--- config.mk ---
export PLATFORM = sky130hd
export DESIGN_NAME = gpio_peripheral_pin_mux
export DESIGN_NICKNAME = d
export VERILOG_FILES = /design/src/hdl/pin_mux_pkg.sv /design/src/hdl/gpio_peripheral_pin_mux.sv
export SDC_FILE = /design/constraint.sdc
export NUM_CORES = 1
export LEC_CHECK = 0
export ABC_CLOCK_PERIOD_IN_PS = 2500
export BUFFER_PORTS_ARGS = -buffer_cell sky130_fd_sc_hd__buf_2
export CAP_MARGIN = 20
export CORE_ASPECT_RATIO = 0.7
export CORE_MARGIN = 2
export CORE_UTILIZATION = 50
export CTS_BUF_LIST = sky130_fd_sc_hd__clkbuf_4 sky130_fd_sc_hd__clkbuf_8
export DETAILED_ROUTE_END_ITERATION = 7
export MAX_ROUTING_LAYER = met4
export PLACE_DENSITY = 0.84
export SLEW_MARGIN = 25
export SYNTH_ARGS = -nofsm -noshare
export SYNTH_HDL_FRONTEND = slang
export SYNTH_SLANG_ARGS = --single-unit
--- constraint.sdc ---
create_clock -name mclk -period 2.5 [get_ports mclk]
set_input_delay 0.5 -clock mclk [delete_from_list [all_inputs] [get_ports mclk]]
set_output_delay 0.5 -clock mclk [all_outputs]
set_load 0.02 [all_outputs]
--- src/hdl/pin_mux_pkg.sv ---
// Field layout and reset values shared by the pin multiplexer.
package pin_mux_pkg;
  localparam int SEL_W = 12;
  // Field positions in the peripheral select register.
  localparam int SEL_A4 = 0;
  localparam int SEL_A5 = 2;
  localparam int SEL_B0 = 4;
  localparam int SEL_B1 = 5;
  localparam int SEL_B2 = 6;
  localparam int SEL_B3 = 7;
  localparam int SEL_B4 = 8;
  localparam int SEL_B5 = 9;
  localparam int SEL_B6 = 10;
  localparam int SEL_B7 = 11;
  // Codes of the three-way fields; the unused code falls back to the pulse output.
  localparam logic [1:0] A_PULSE = 2'h0;
  localparam logic [1:0] A_FAULT = 2'h1;
  localparam logic [1:0] A_TIMER = 2'h2;
  localparam logic [SEL_W-1:0] SEL_RESET = 12'h000;
  localparam logic [7:0] EN_A_RESET = 8'h80;
  localparam logic [7:0] EN_B_RESET = 8'h00;
  localparam logic [7:0] EN_C_RESET = 8'hff;
  localparam logic [3:0] EN_D_RESET = 4'hf;
  // Port C bits 3 and 7 have no package pin.
  localparam logic [7:0] C_BONDED = 8'h77;
endpackage

--- src/hdl/gpio_peripheral_pin_mux.sv ---
// Pin multiplexer between GPIO logic and peripheral signals on ports A to D.
`timescale 1ns/1ps
`default_nettype none
// How it works
// - Port A bit 4 selects pulse output 4, fault 1 or timer 2.
// - Port A bit 5 selects pulse output 5, fault 2 or timer 3.
// - Port B bit 0 carries SPI clock or I2C clock; GPIO after reset.
// - Port B bit 1 carries SPI slave select or I2C data; GPIO after reset.
// - Port B bit 2 carries SPI MISO or timer 2; GPIO after reset.
// - Port B bit 3 carries SPI MOSI or timer 3; GPIO after reset.
// - Port B bit 4 carries timer 0 or clock output; GPIO after reset.
// - Port B bit 5 carries timer 1 or fault 3; GPIO after reset.
// - Port B bit 6 carries serial receive or I2C data; GPIO after reset.
// - Clock-block enable turns port B bit 6 into clock input, ignoring select.
// - Port B bit 7 carries serial transmit or I2C clock; GPIO after reset.
// - Reset: A and B GPIO except A7 reset input, C analog, D JTAG.
// - Port C bits 3 and 7 are never driven nor observed.
module gpio_peripheral_pin_mux (
  input  wire logic        mclk,         // System clock, 100 MHz.
  input  wire logic        resetn,       // Asynchronous reset, active low.
  input  wire logic        cfgWr,        // Load the four enable words.
  input  wire logic [7:0]  enAIn,        // Port A peripheral enables.
  input  wire logic [7:0]  enBIn,        // Port B peripheral enables.
  input  wire logic [7:0]  enCIn,        // Port C peripheral enables.
  input  wire logic [3:0]  enDIn,        // Port D peripheral enables.
  input  wire logic        selWr,        // Load the select register.
  input  wire logic [11:0] selIn,        // New select register value.
  input  wire logic        clkInEn,      // Clock-block enable of clock input.
  input  wire logic [7:0]  gpioOutA,     // GPIO data, port A.
  input  wire logic [7:0]  gpioDirA,     // GPIO direction, port A.
  input  wire logic [7:0]  gpioOutB,     // GPIO data, port B.
  input  wire logic [7:0]  gpioDirB,     // GPIO direction, port B.
  input  wire logic [7:0]  gpioOutC,     // GPIO data, port C.
  input  wire logic [7:0]  gpioDirC,     // GPIO direction, port C.
  input  wire logic [3:0]  gpioOutD,     // GPIO data, port D.
  input  wire logic [3:0]  gpioDirD,     // GPIO direction, port D.
  input  wire logic [7:0]  padInA,       // Pin levels, port A.
  input  wire logic [7:0]  padInB,       // Pin levels, port B.
  input  wire logic [7:0]  padInC,       // Pin levels, port C.
  input  wire logic [3:0]  padInD,       // Pin levels, port D.
  input  wire logic [5:0]  pulseOut,     // Pulse-width outputs 0 to 5.
  input  wire logic [3:0]  timerOut,     // Timer channel outputs.
  input  wire logic [3:0]  timerOe,      // Timer channel output enables.
  input  wire logic [3:0]  spiOut,       // SPI sclk, ss, miso, mosi out.
  input  wire logic [3:0]  spiOe,        // SPI output enables, same order.
  input  wire logic        i2cSclOut,    // I2C clock out.
  input  wire logic        i2cSclOe,     // I2C clock enable.
  input  wire logic        i2cSdaOut,    // I2C data out.
  input  wire logic        i2cSdaOe,     // I2C data enable.
  input  wire logic        txd,          // Serial transmit data.
  input  wire logic        clockOutput,  // Internal clock to bring out.
  input  wire logic        tdoOut,       // JTAG data out.
  input  wire logic        tdoOe,        // JTAG data out enable.
  output logic [7:0]       padOutA,      // Pin drive value, port A.
  output logic [7:0]       padOeA,       // Pin drive enable, port A.
  output logic [7:0]       padOutB,      // Pin drive value, port B.
  output logic [7:0]       padOeB,       // Pin drive enable, port B.
  output logic [7:0]       padOutC,      // Pin drive value, port C.
  output logic [7:0]       padOeC,       // Pin drive enable, port C.
  output logic [3:0]       padOutD,      // Pin drive value, port D.
  output logic [3:0]       padOeD,       // Pin drive enable, port D.
  output logic [7:0]       gpioInA,      // Pin levels to GPIO, port A.
  output logic [7:0]       gpioInB,      // Pin levels to GPIO, port B.
  output logic [7:0]       gpioInC,      // Pin levels to GPIO, port C.
  output logic [3:0]       gpioInD,      // Pin levels to GPIO, port D.
  output logic [3:0]       faultIn,      // Fault inputs 0 to 3.
  output logic [3:0]       timerIn,      // Timer channel inputs.
  output logic [3:0]       spiIn,        // SPI sclk, ss, miso, mosi in.
  output logic             i2cSclIn,     // I2C clock in.
  output logic             i2cSdaIn,     // I2C data in.
  output logic             rxd,          // Serial receive data.
  output logic             extClkIn,     // External clock input.
  output logic             resetPinN,    // Reset pin level, active low.
  output logic [7:0]       analogConn,   // Analog input switch closed.
  output logic [3:0]       jtagIn,       // tdi, unused, tck, tms.
  output logic [11:0]      selState,     // Select register readback.
  output logic [27:0]      enState       // Enables readback, D C B A.
);
  logic [7:0]  enA_q, enB_q, enC_q;
  logic [3:0]  enD_q;
  logic [11:0] peripheralSelectReg_q;
  logic [7:0]  oA, eA, oB, eB, oC, eC;
  logic [3:0]  oD, eD;
  logic [3:0]  faultD, timerD, spiD, jtagD;
  logic        sclD, sdaD, rxdD, clkD, rstD;
  logic [7:0]  anaD;
  logic [1:0]  selA4, selA5;
  logic [11:0] s;

  assign s     = peripheralSelectReg_q;
  assign selA4 = s[pin_mux_pkg::SEL_A4 +: 2];
  assign selA5 = s[pin_mux_pkg::SEL_A5 +: 2];

  always_ff @(posedge mclk or negedge resetn) begin
    if (!resetn) begin
      enA_q <= pin_mux_pkg::EN_A_RESET;
      enB_q <= pin_mux_pkg::EN_B_RESET;
      enC_q <= pin_mux_pkg::EN_C_RESET;
      enD_q <= pin_mux_pkg::EN_D_RESET;
    end else if (cfgWr) begin
      enA_q <= enAIn;
      enB_q <= enBIn;
      enC_q <= enCIn;
      enD_q <= enDIn;
    end
  end

  always_ff @(posedge mclk or negedge resetn) begin
    if (!resetn) begin
      peripheralSelectReg_q <= pin_mux_pkg::SEL_RESET;
    end else if (selWr) begin
      peripheralSelectReg_q <= selIn;
    end
  end

  // GPIO drives every bonded pin whose enable is clear; each enabled pin, and B6 under clkInEn, overrides below.
  always_comb begin
    oA = gpioOutA;
    eA = gpioDirA;
    oB = gpioOutB;
    eB = gpioDirB;
    oC = gpioOutC & pin_mux_pkg::C_BONDED;
    eC = gpioDirC & pin_mux_pkg::C_BONDED;
    oD = gpioOutD;
    eD = gpioDirD;
    faultD = 4'h0;
    timerD = 4'h0;
    spiD = 4'h2;
    sclD = 1'b1;
    sdaD = 1'b1;
    rxdD = 1'b1;
    clkD = 1'b0;
    rstD = 1'b1;
    jtagD = 4'h9;
    anaD = 8'h00;
    for (int i = 0; i < 4; i++) begin
      if (enA_q[i]) begin
        oA[i] = pulseOut[i];
        eA[i] = 1'b1;
      end
    end
    if (enA_q[4]) begin
      unique case (selA4)
        pin_mux_pkg::A_FAULT: begin
          eA[4] = 1'b0;
          faultD[1] = padInA[4];
        end
        pin_mux_pkg::A_TIMER: begin
          oA[4] = timerOut[2];
          eA[4] = timerOe[2];
          timerD[2] = padInA[4];
        end
        default: begin
          oA[4] = pulseOut[4];
          eA[4] = 1'b1;
        end
      endcase
    end
    if (enA_q[5]) begin
      unique case (selA5)
        pin_mux_pkg::A_FAULT: begin
          eA[5] = 1'b0;
          faultD[2] = padInA[5];
        end
        pin_mux_pkg::A_TIMER: begin
          oA[5] = timerOut[3];
          eA[5] = timerOe[3];
          timerD[3] = padInA[5];
        end
        default: begin
          oA[5] = pulseOut[5];
          eA[5] = 1'b1;
        end
      endcase
    end
    if (enA_q[6]) begin
      eA[6] = 1'b0;
      faultD[0] = padInA[6];
    end
    if (enA_q[7]) begin
      eA[7] = 1'b0;
      rstD = padInA[7];
    end
    // A timer channel or I2C line enabled on two pins at once listens to port B.
    if (enB_q[0]) begin
      if (s[pin_mux_pkg::SEL_B0]) begin
        oB[0] = i2cSclOut;
        eB[0] = i2cSclOe;
        sclD = padInB[0];
      end else begin
        oB[0] = spiOut[0];
        eB[0] = spiOe[0];
        spiD[0] = padInB[0];
      end
    end
    if (enB_q[1]) begin
      if (s[pin_mux_pkg::SEL_B1]) begin
        oB[1] = i2cSdaOut;
        eB[1] = i2cSdaOe;
        sdaD = padInB[1];
      end else begin
        oB[1] = spiOut[1];
        eB[1] = spiOe[1];
        spiD[1] = padInB[1];
      end
    end
    for (int i = 2; i < 4; i++) begin
      if (enB_q[i]) begin
        if (s[pin_mux_pkg::SEL_B2 + i - 2]) begin
          oB[i] = timerOut[i];
          eB[i] = timerOe[i];
          timerD[i] = padInB[i];
        end else begin
          oB[i] = spiOut[i];
          eB[i] = spiOe[i];
          spiD[i] = padInB[i];
        end
      end
    end
    if (enB_q[4]) begin
      eB[4] = s[pin_mux_pkg::SEL_B4] | timerOe[0];
      oB[4] = s[pin_mux_pkg::SEL_B4] ? clockOutput : timerOut[0];
      if (!s[pin_mux_pkg::SEL_B4]) begin
        timerD[0] = padInB[4];
      end
    end
    if (enB_q[5]) begin
      if (s[pin_mux_pkg::SEL_B5]) begin
        eB[5] = 1'b0;
        faultD[3] = padInB[5];
      end else begin
        oB[5] = timerOut[1];
        eB[5] = timerOe[1];
        timerD[1] = padInB[5];
      end
    end
    // The clock input wins over every other use so the oscillator is never driven.
    if (clkInEn) begin
      eB[6] = 1'b0;
      clkD = padInB[6];
    end else if (enB_q[6]) begin
      if (s[pin_mux_pkg::SEL_B6]) begin
        oB[6] = i2cSdaOut;
        eB[6] = i2cSdaOe;
        sdaD = padInB[6];
      end else begin
        eB[6] = 1'b0;
        rxdD = padInB[6];
      end
    end
    if (enB_q[7]) begin
      if (s[pin_mux_pkg::SEL_B7]) begin
        oB[7] = i2cSclOut;
        eB[7] = i2cSclOe;
        sclD = padInB[7];
      end else begin
        oB[7] = txd;
        eB[7] = 1'b1;
      end
    end
    for (int i = 0; i < 8; i++) begin
      if (enC_q[i]) begin
        eC[i] = 1'b0;
        anaD[i] = pin_mux_pkg::C_BONDED[i];
      end
    end
    for (int i = 0; i < 4; i++) begin
      if (enD_q[i]) begin
        eD[i] = (i == 1) ? tdoOe : 1'b0;
        oD[i] = (i == 1) ? tdoOut : 1'b0;
        jtagD[i] = (i == 1) ? 1'b0 : padInD[i];
      end
    end
  end

  always_ff @(posedge mclk or negedge resetn) begin
    if (!resetn) begin
      {padOutA, padOeA, padOutB, padOeB} <= 32'h0000_0000;
      {padOutC, padOeC, padOutD, padOeD} <= 24'h00_0000;
    end else begin
      {padOutA, padOeA, padOutB, padOeB} <= {oA, eA, oB, eB};
      {padOutC, padOeC, padOutD, padOeD} <= {oC, eC, oD, eD};
    end
  end

  always_ff @(posedge mclk or negedge resetn) begin
    if (!resetn) begin
      {faultIn, timerIn, jtagIn} <= 12'h009;
      {spiIn, i2cSclIn, i2cSdaIn, rxd} <= 7'h17;
      {extClkIn, resetPinN} <= 2'h1;
      analogConn <= pin_mux_pkg::EN_C_RESET & pin_mux_pkg::C_BONDED;
    end else begin
      {faultIn, timerIn, jtagIn} <= {faultD, timerD, jtagD};
      {spiIn, i2cSclIn, i2cSdaIn, rxd} <= {spiD, sclD, sdaD, rxdD};
      {extClkIn, resetPinN, analogConn} <= {clkD, rstD, anaD};
    end
  end

  always_ff @(posedge mclk or negedge resetn) begin
    if (!resetn) begin
      {gpioInA, gpioInB, gpioInC, gpioInD} <= 28'h000_0000;
      selState <= pin_mux_pkg::SEL_RESET;
      enState <= 28'h000_0000;
    end else begin
      gpioInA <= padInA;
      gpioInB <= padInB;
      gpioInC <= padInC & pin_mux_pkg::C_BONDED;
      gpioInD <= padInD;
      selState <= peripheralSelectReg_q;
      enState <= {enD_q, enC_q, enB_q, enA_q};
    end
  end
endmodule // gpio_peripheral_pin_mux
`default_nettype wire

==> results.sh, run 1 <==
export IMPL_status="completed"
export IMPL_crit_buf_inv=1
export IMPL_post_cts_buffers=0
export IMPL_irDropWorstVdd_mv=0.487
export IMPL_startpoint_type="register"
export IMPL_hp_class="in2reg"
export IMPL_crit_start="rxd"
export IMPL_gp_congestion=0.849
export IMPL_slowest_stage="dfstp_2"
export IMPL_fin_crit_ns=1.62
export IMPL_cap_viol_max_count=0
export IMPL_cts_root_buf="clkbuf_8"
export IMPL_overflow=0
export IMPL_fmax_ghz=0.616
export IMPL_power_density_mw_per_mm2=756
export IMPL_fill_cells=865
export IMPL_ff2ff_path_depth=5
export IMPL_ant_nets=0
export IMPL_crit_end="rxd"
export IMPL_cts_sinks=184
export IMPL_synthArstFlopShare_pct=100
export IMPL_core_area_mm2=0.0119
export IMPL_initial_core_util_pct=51.9
export IMPL_antenna_found_initial=1
export IMPL_fin_tns_setup_ns=0
export IMPL_clkSlewWorstSetupHoldPaths_ns=0.10
export IMPL_yosys_register_bits=184
export IMPL_grt_total_usage_pct=22.7
export IMPL_clock_latency_ns=0.43
export IMPL_met3_usage_pct=6.92
export IMPL_p_leak_uw=0.00420
export IMPL_yosys_area_top_type="dfrtp_1"
export IMPL_die_width_um=137
export IMPL_multi_input_area_mm2=0.00134
export IMPL_synthCells=377
export IMPL_rsz0062_at_grt="no"
export IMPL_die_area_mm2=0.0132
export IMPL_path_cells="buf_2"
export IMPL_drtPass1Iterations=4
export IMPL_path_depth=1
export IMPL_cts_tree="built"
export IMPL_synth_top_area_share_pct=64.3
export IMPL_use_met2_pct=38.7
export IMPL_yosysWarnings=0
export IMPL_route_detailed_drc=0
export IMPL_crit_family="flip-flops"
export IMPL_io_buffers=296
export IMPL_worst_slew_margin_rel_pct=66.2
export IMPL_r2r_start="peripheralSelectReg_q[0]"
export IMPL_drtIter0Drc=151
export IMPL_drive_above_1_share_pct=58.2
export IMPL_dp_hpwl_mm=10.7
export IMPL_critical_path_required_ns=2.00
export IMPL_slew_viol_final=0
export IMPL_power_uw=6150
export IMPL_fp_dieH_um=96.8
export IMPL_final_seq_area_mm2=0.00464
export IMPL_wl_per_cell_um=16.6
export IMPL_fin_crit_sh_pct=64.9
export IMPL_clockBufferDepth=2
export IMPL_slowest_delay_ns=0.53
export IMPL_ioPinCount=312
export IMPL_synthTopCellsByArea="dfrtp_1 64%, dfstp_2 11%, mux2_4 5.1%"
export IMPL_gr_usage_met1_pct=25.5
export IMPL_area_delta_synth_final_pct=32.3
export IMPL_syn_area_per_cell_um2=16.3
export IMPL_hold_violations=0
export IMPL_endpoint_kind="output port"
export IMPL_synth_area_mm2=0.00615
export IMPL_rows=33
export IMPL_num_vias=4056
export IMPL_crit_type="reg2out"
export IMPL_ff2ff_setup_slack_ns=1.21
export IMPL_via_per_inst=4.73
export IMPL_synthDistinctLibCells=32
export IMPL_nets=851
export IMPL_grt_max_degree=67
export IMPL_cp_max_fo=1
export IMPL_arrival_ns=1.12
export IMPL_cts_buffers=17
export IMPL_worst_pin_slew_ns=0.507
export IMPL_grt_busiest_layer="met2"
export IMPL_grt_pass1_wl_mm=22.3
export IMPL_synth_seq_area_share_pct=75.4
export IMPL_setup_viol=0
export IMPL_drt_total_wl_mm=14.2
export IMPL_htreeDepth=4
export IMPL_grt_pass1_vias=4523
export IMPL_synth_flop_cell="dfrtp_1"
export IMPL_finClkSkew_ns=0.0125
export IMPL_synth_edf_count=0
export IMPL_r2r_end="padOutA[4]"
cells in the mapped netlist, types with 2 or more instances:
cell type	number
nor2b_1	15
buf_12	2
and2_1	3
ha_1	6
a21oi_1	14
inv_1	9
mux2i_1	10
nor2_1	21
o21ai_0	10
or2_2	4
mux2_4	21
nand2_1	18
buf_6	2
buf_4	9
clkbuf_2	3
mux2_2	25
dfrtp_1	158
a22o_1	2
a32o_1	2
nand2b_1	6
dfstp_2	26
state kept, by name, summed over array words and instances (netlist names), 6 cells and up:
name                   cells
analogConn                 6
enA_q                      8
enB_q                      8
enC_q                      8
enState                   28
gpioInA                    8
gpioInB                    8
gpioInC                    6
padOeA                     8
padOeB                     8
padOeC                     6
padOutA                    8
padOutB                    8
padOutC                    6
peripheralSelectReg_q     12
selState                  12
report_power, final:
group / internal [uW] / switching, uW / total [uW]
combinational: 385 / 554 / 939
sequential: 3260 / 143 / 3400
clock: 744 / 1060 / 1810
worst min path at each step:
stage | cells past startpoint | startpoint | endpoint
2_1_floorplan | 0 | resetn | enA_q[0]
3_3_place_gp | 0 | enC_q[6] | analogConn[6]
3_5_place_dp | 0 | enC_q[6] | analogConn[6]
4_1_cts | 1 | gpioOutC[6] | padOutC[6]
5_1_grt | 1 | gpioOutC[6] | padOutC[6]
6_report | 1 | gpioOutC[6] | padOutC[6]
cell families (layout without fill, tap and decap cells):
family,count (synthesis),in the layout,synth area share [%]
DFF,184,184,75.4
adders and majority gates,6,6,1.22
and+or+nand+nor,71,71,5.70
AOI/OAI and AO/OA,32,32,3.05
buffers and inverters,27,341,3.23
other,1,10,0.0610
muxes,56,56,11.3
routing by layer:
metal	vias to the layer above	part of all wire (%)
li1	1850	-
met1	1988	37
met2	194	53
met3	24	7.9
met4	0	2.0
met5	-	0
stage by stage:
| stage | cell area [um2] | worst slack [ns] | hold slack [ns] | util [%] | std cells |
|---|---|---|---|---|---|
| after global placement | 7760 | 1.17 | 0.371 | 65.5 | 823 |
| after floorplan | 6180 | 1.31 | 0.204 | - | 385 |
| after detailed placement | 7760 | 1.16 | 0.376 | 65.5 | 823 |
| after global routing | 8140 | 0.803 | 0.119 | 68.7 | 857 |
| final | 8140 | 0.877 | 0.166 | 68.7 | 857 |
| after CTS | 8130 | 0.845 | 0.131 | 68.6 | 856 |
area by class of cell:
| type | instances | share of cell area [%] |
|---|---|---|
| sequential | 184 | 57.0 |
| timing repair buffer | 300 | 19.1 |
| multi-input combinational | 174 | 16.5 |
| clock buffer | 19 | 3.06 |
| tap | 157 | 2.41 |
| clock inverter | 13 | 1.41 |
| inverter | 9 | 0.415 |
| antenna | 1 | 0.0308 |
layout by cell type, fill, tap and decap left out, drive strengths merged:
master	count
or2	4
conb	9
or4b	1
and2	3
nor2b	15
clkbuf	19
nor2	21
o21ai	10
and3	1
ha	6
a22o	2
a31oi	1
nand2	18
inv	15
diode	1
dlygate4sd3	1
o22ai	1
o22a	1
clkinv	5
nand3b	1
nand2b	6
mux2	46
a32o	2
clkinvlp	2
dfrtp	158
a41oi	1
nand3	1
a21oi	14
dfstp	26
mux2i	10
buf	299
what timing repair did:
action                                 CTS  global route
endpoints found under the hold margin    4             0
hold buffers                             1             0
gates resized for setup                  0             0
Note: power is estimated with default switching activity, not from simulation.
==> run 2, diff against run 1 <==
--- a/config.mk
+++ b/config.mk
@@ -5,16 +5,16 @@
 export SDC_FILE = /design/constraint.sdc
 export NUM_CORES = 1
 export LEC_CHECK = 0
-export ABC_CLOCK_PERIOD_IN_PS = 2500
+export ABC_CLOCK_PERIOD_IN_PS = 1700
 export BUFFER_PORTS_ARGS = -buffer_cell sky130_fd_sc_hd__buf_2
 export CAP_MARGIN = 20
 export CORE_ASPECT_RATIO = 0.7
 export CORE_MARGIN = 2
-export CORE_UTILIZATION = 50
+export CORE_UTILIZATION = 47
 export CTS_BUF_LIST = sky130_fd_sc_hd__clkbuf_4 sky130_fd_sc_hd__clkbuf_8
 export DETAILED_ROUTE_END_ITERATION = 7
 export MAX_ROUTING_LAYER = met4
-export PLACE_DENSITY = 0.84
+export PLACE_DENSITY = 0.79
 export SLEW_MARGIN = 25
 export SYNTH_ARGS = -nofsm -noshare
 export SYNTH_HDL_FRONTEND = slang
==> constraint.sdc (replaced) <==
create_clock -name mclk -period 1.7 [get_ports mclk]
set_input_delay 0.34 -clock mclk [delete_from_list [all_inputs] [get_ports mclk]]
set_output_delay 0.34 -clock mclk [all_outputs]
set_load 0.02 [all_outputs]
==> results.sh, run 2 (same netlist as run 1, synthesis figures left out) <==
export IMPL_wl_per_cell_um=17.0
export IMPL_worst_hold_path_endpoint="gpioInB[6]"
export IMPL_place_ws_ns=0.459
export IMPL_status="completed"
export IMPL_r2r_start="peripheralSelectReg_q[0]"
export IMPL_setup_viol=0
export IMPL_fmax_ghz=0.680
export IMPL_power_density_mw_per_mm2=1090
export IMPL_via_per_inst=4.68
export IMPL_path_cells="buf_2"
export IMPL_endpoint_kind="output port"
export IMPL_nets=889
export IMPL_die_width_um=141
export IMPL_combPwrFrac_pct=15.8
export IMPL_slowest_stage="dfstp_2"
export IMPL_fin_crit_sh_pct=86.5
export IMPL_ant_nets=0
export IMPL_gr_usage_met1_pct=25.1
export IMPL_antenna_found_initial=1
export IMPL_io_buffers=296
export IMPL_gp_congestion=0.823
export IMPL_multi_input_area_mm2=0.00134
export IMPL_cts_root_buf="clkbuf_8"
export IMPL_grt_pass1_wl_mm=23.6
export IMPL_drtIter0Drc=190
export IMPL_fin_crit_ns=1.47
export IMPL_hold_start="padInB[6]"
export IMPL_route_detailed_drc=0
export IMPL_clkSlewWorstSetupHoldPaths_ns=0.11
export IMPL_fin_tns_setup_ns=0
export IMPL_dp_hpwl_mm=10.9
export IMPL_fp_dieH_um=99.7
export IMPL_die_area_mm2=0.0140
export IMPL_rsz0062_at_grt="no"
export IMPL_cts_sinks=184
export IMPL_seqPwrFrac_pct=53.9
export IMPL_cp_max_fo=1
export IMPL_ff2ff_path_depth=5
export IMPL_grt_pass1_vias=4663
export IMPL_p_sw_uw=2710
export IMPL_cts_resized=0
export IMPL_regMostFlops="enState"
export IMPL_rows=34
export IMPL_clkPwrFrac_pct=30.4
export IMPL_r2r_end="padOutA[4]"
export IMPL_clockBufferDepth=2
export IMPL_area_delta_synth_final_pct=38.9
export IMPL_grt_busiest_layer="met2"
export IMPL_irDropWorstVdd_mv=0.709
export IMPL_grt_total_usage_pct=22.9
export IMPL_fill_cells=894
export IMPL_cts_tree="built"
export IMPL_largest_reg_flops=28
export IMPL_slowest_delay_ns=0.53
export IMPL_top_regs="enState: 28 flops, peripheralSelectReg_q: 12 flops, selState: 12 flops"
export IMPL_initial_core_util_pct=48.8
export IMPL_crit_family="flip-flops"
export IMPL_ff2ff_setup_slack_ns=0.43
export IMPL_critical_path_required_ns=1.36
export IMPL_p_sw_share_pct=29.2
export IMPL_hold_violations=0
export IMPL_whs_path_depth=1
export IMPL_cap_viol_max_count=0
export IMPL_place_inst=834
export IMPL_layout_setup_ws_ns=0.229
export IMPL_ioPinCount=312
export IMPL_use_met2_pct=39.7
export IMPL_drt_total_wl_mm=15.3
export IMPL_p_int_uw=6580
export IMPL_finalNonFillerCells=900
export IMPL_met3_usage_pct=7.32
export IMPL_overflow=0
export IMPL_core_area_mm2=0.0126
export IMPL_arrival_ns=1.13
export IMPL_p_leak_uw=0.00437
export IMPL_final_common_cell="buf_2"
export IMPL_crit_type="reg2out"
export IMPL_grt_max_degree=50
export IMPL_final_seq_area_mm2=0.00464
export IMPL_clock_latency_ns=0.44
export IMPL_drtPass1Iterations=4
export IMPL_slew_viol_final=0
export IMPL_startpoint_type="register"
export IMPL_crit_buf_inv=1
export IMPL_num_vias=4213
export IMPL_cts_buffers=17
export IMPL_layout_common_cells="295 x buf_2, 158 x dfrtp_1, 33 x dlygate4sd3_1"
export IMPL_hp_class="in2reg"
export IMPL_drive_above_1_share_pct=56.0
export IMPL_finClkSkew_ns=0.0155
export IMPL_htreeDepth=4
-- run 2: what timing repair did --
action                    CTS  global route
hold endpoints to repair   56             3
hold buffers               30             3
buffers inserted            0             0
-- run 2: area by class of cell --
class                           instances  area share [%]
Clock inverter                         13            1.48
Timing Repair Buffer                  338            22.7
Sequential cell                       184            54.3
Multi-Input combinational cell        174            15.7
Tap cell                              162            2.37
Clock buffer                           19            3.06
Inverter                                9           0.395
Antenna cell                            1          0.0293
-- run 2: per-layer routing --
metal,share of wire [%],wire length (um)
met4,2.2,342
met3,7.6,1160
met2,53,8110
met1,37,5660
met5,0,0
-- run 2: how the worst max path moves through the flow --
| stage | cells after the start | start | to |
|---|---|---|---|
| floorplan | 5 | peripheralSelectReg_q[0] | padOutA[4] |
| global placement | 5 | peripheralSelectReg_q[0] | padOutA[4] |
| detailed placement | 5 | peripheralSelectReg_q[0] | padOutA[4] |
| CTS | 1 | rxd | rxd |
| global route | 1 | analogConn[5] | analogConn[5] |
| finish | 1 | analogConn[5] | analogConn[5] |
-- run 2: per-stage QoR --
step	hold WS (ns)	utilization [%]	instance area (um2)	power, uW
floorplan	0.0444	-	6180	5820
global route	0.0176	67.8	8540	9740
detailed placement	0.302	62.1	7820	6500
finish	0.0668	67.8	8540	9300
CTS	0.000359	67.6	8510	9360
global placement	0.292	62.1	7820	6450
-- run 2: power groups by stage --
stage	Clock (uW)	Combinational, uW	Sequential, uW
2_1_floorplan	0	397	5420
3_3_place_gp	0	1380	5070
3_5_place_dp	0	1410	5090
4_1_cts	2890	1470	5010
5_1_grt	3100	1570	5060
6_report	2820	1470	5010
==> run 3, diff against run 2 <==
--- a/config.mk
+++ b/config.mk
@@ -5,11 +5,11 @@
 export SDC_FILE = /design/constraint.sdc
 export NUM_CORES = 1
 export LEC_CHECK = 0
+export ABC_AREA = 1
 export ABC_CLOCK_PERIOD_IN_PS = 1700
 export BUFFER_PORTS_ARGS = -buffer_cell sky130_fd_sc_hd__buf_2
 export CAP_MARGIN = 20
 export CORE_ASPECT_RATIO = 0.7
-export CORE_MARGIN = 2
 export CORE_UTILIZATION = 47
 export CTS_BUF_LIST = sky130_fd_sc_hd__clkbuf_4 sky130_fd_sc_hd__clkbuf_8
 export DETAILED_ROUTE_END_ITERATION = 7
==> results.sh, run 3 <==
export IMPL_fin_tns_setup_ns=0
export IMPL_finalNonFillerCells=1015
export IMPL_largest_reg_flops=28
export IMPL_synth_flop_cell="dfrtp_1"
export IMPL_antenna_found_initial=0
export IMPL_gr_usage_met1_pct=27.4
export IMPL_grt_pass1_vias=4713
export IMPL_syn_area_per_cell_um2=12.4
export IMPL_initial_core_util_pct=48.7
export IMPL_post_cts_buffers=0
export IMPL_yosysWarnings=0
export IMPL_cts_sinks=184
export IMPL_rows=34
export IMPL_whs_path_depth=1
export IMPL_fin_crit_sh_pct=86.7
export IMPL_synth_top_area_share_pct=64.8
export IMPL_synth_edf_count=0
export IMPL_met3_usage_pct=7.84
export IMPL_ioPinCount=312
export IMPL_endpoint_kind="output port"
export IMPL_drtIter0Drc=192
export IMPL_r2r_end="padOutA[4]"
export IMPL_slew_viol_final=0
export IMPL_fp_dieH_um=97.4
export IMPL_cts_root_buf="clkbuf_8"
export IMPL_place_inst=952
export IMPL_top_regs="enState: 28 flops, peripheralSelectReg_q: 12 flops, selState: 12 flops"
export IMPL_ff2ff_setup_slack_ns=0.55
export IMPL_grt_busiest_layer="met2"
export IMPL_final_common_cell="buf_2"
export IMPL_fin_crit_ns=1.47
export IMPL_hold_start="padInB[7]"
export IMPL_hold_violations=0
export IMPL_hp_class="in2reg"
export IMPL_arrival_ns=1.13
export IMPL_cts_tree="built"
export IMPL_ant_nets=0
export IMPL_cts_hold_buffers=29
export IMPL_synthArstFlopShare_pct=100
export IMPL_ff2ff_path_depth=5
export IMPL_grt_max_degree=48
export IMPL_core_area_mm2=0.0125
export IMPL_power_density_mw_per_mm2=1070
export IMPL_finClkSkew_ns=0.0212
export IMPL_cp_max_fo=1
export IMPL_via_per_inst=4.52
export IMPL_ys_top_cells_by_count="158 x dfrtp_1, 96 x nand2_1, 59 x inv_1, 55 x o21ai_0, 39 x nor2_1"
export IMPL_gp_congestion=0.832
export IMPL_use_met2_pct=40.4
export IMPL_place_ws_ns=0.557
export IMPL_synth_seq_area_share_pct=75.9
export IMPL_critical_path_required_ns=1.36
export IMPL_die_area_mm2=0.0135
export IMPL_cts_buffers=17
export IMPL_nets=1004
export IMPL_fmax_ghz=0.679
export IMPL_synthCells=492
export IMPL_route_detailed_drc=68
export IMPL_synthTopCellsByArea="dfrtp_1 65%, dfstp_2 11%, nand2_1 5.9%"
export IMPL_r2r_start="peripheralSelectReg_q[0]"
export IMPL_slowest_stage="dfstp_2"
export IMPL_setup_viol=0
export IMPL_p_leak_uw=0.00462
export IMPL_clkSlewWorstSetupHoldPaths_ns=0.11
export IMPL_violations="design-rule violations"
export IMPL_drtPass1Iterations=7
export IMPL_wl_per_cell_um=14.6
export IMPL_worst_hold_path_endpoint="gpioInB[7]"
export IMPL_io_buffers=296
export IMPL_clock_latency_ns=0.45
export IMPL_drive_above_1_share_pct=44.7
export IMPL_clockBufferDepth=2
export IMPL_overflow=0
export IMPL_synth_area_mm2=0.00611
export IMPL_htreeDepth=4
export IMPL_rsz0062_at_grt="no"
export IMPL_yosys_area_top_type="dfrtp_1"
export IMPL_drt_total_wl_mm=14.9
export IMPL_startpoint_type="register"
export IMPL_irDropWorstVdd_mv=0.629
export IMPL_synthDistinctLibCells=21
export IMPL_crit_type="reg2out"
export IMPL_grt_total_usage_pct=24.1
export IMPL_area_delta_synth_final_pct=39.7
export IMPL_yosys_register_bits=184
export IMPL_die_width_um=138
export IMPL_slowest_delay_ns=0.53
export IMPL_crit_family="flip-flops"
export IMPL_path_cells="buf_2"
export IMPL_regMostFlops="enState"
export IMPL_cap_viol_max_count=0
export IMPL_crit_buf_inv=1
export IMPL_num_vias=4592
export IMPL_yosysMostFrequentCell="dfrtp_1"
export IMPL_grt_pass1_wl_mm=23.8
export IMPL_dp_hpwl_mm=10.8
export IMPL_layout_common_cells="295 x buf_2, 158 x dfrtp_1, 96 x nand2_1"
export IMPL_cts_resized=0
export IMPL_status="complete, but fails checks"
export IMPL_layout_setup_ws_ns=0.227
==> run 3: worst max-delay path by stage <==
stage | start | to | cells after the start
finish | rxd | rxd | 1
detailed placement | cfgWr | enD_q[2] | 3
floorplan | peripheralSelectReg_q[0] | padOutA[4] | 5
global route | i2cSclIn | i2cSclIn | 1
CTS | analogConn[0] | analogConn[0] | 1
global placement | cfgWr | enA_q[6] | 3
==> run 3: cell families (layout without fill, tap and decap cells) <==
kind of cell,count (synthesis),in the layout,synth area share (%)
other cells,1,10,0.0614
compound gates,58,58,4.82
mux,10,10,2.09
simple gates,158,158,10.4
fa+ha+maj,6,6,1.23
flops,184,184,75.9
buf+inv,75,427,5.49
==> run 3: area by class of cell <==
class / instances / area (um2)
antenna: 1 / 2.50
clock buffer: 19 / 262
clock inverter: 13 / 125
fill: 918 / 4020
inverter: 59 / 221
multi-input combinational: 241 / 1160
sequential: 184 / 4640
tap: 162 / 203
timing repair buffer: 336 / 1910
==> run 3: metrics by stage <==
| step | utilization, % | hold slack (ns) | cell area [um2] | power [uW] |
|---|---|---|---|---|
| floorplan | - | 0.0444 | 6140 | 5690 |
| global placement | 62.5 | 0.305 | 7840 | 6330 |
| detailed placement | 62.5 | 0.308 | 7840 | 6370 |
| CTS | 67.8 | 0.00196 | 8510 | 9220 |
| global route | 67.9 | 0.000626 | 8520 | 9600 |
| finish | 67.9 | 0.0520 | 8530 | 9150 |
==> run 3: layer usage <==
| layer | routed length [um] | up-vias |
|---|---|---|
| met5 | 0 | - |
| met4 | 275 | 0 |
| met3 | 1220 | 22 |
| met2 | 7560 | 196 |
| met1 | 5810 | 2172 |
| li1 | - | 2202 |
==> run 3: power breakdown <==
part | total (uW) | switching, uW | internal (uW)
logic | 1390 | 869 | 523
registers | 4930 | 161 | 4770
clock network | 2820 | 1650 | 1170
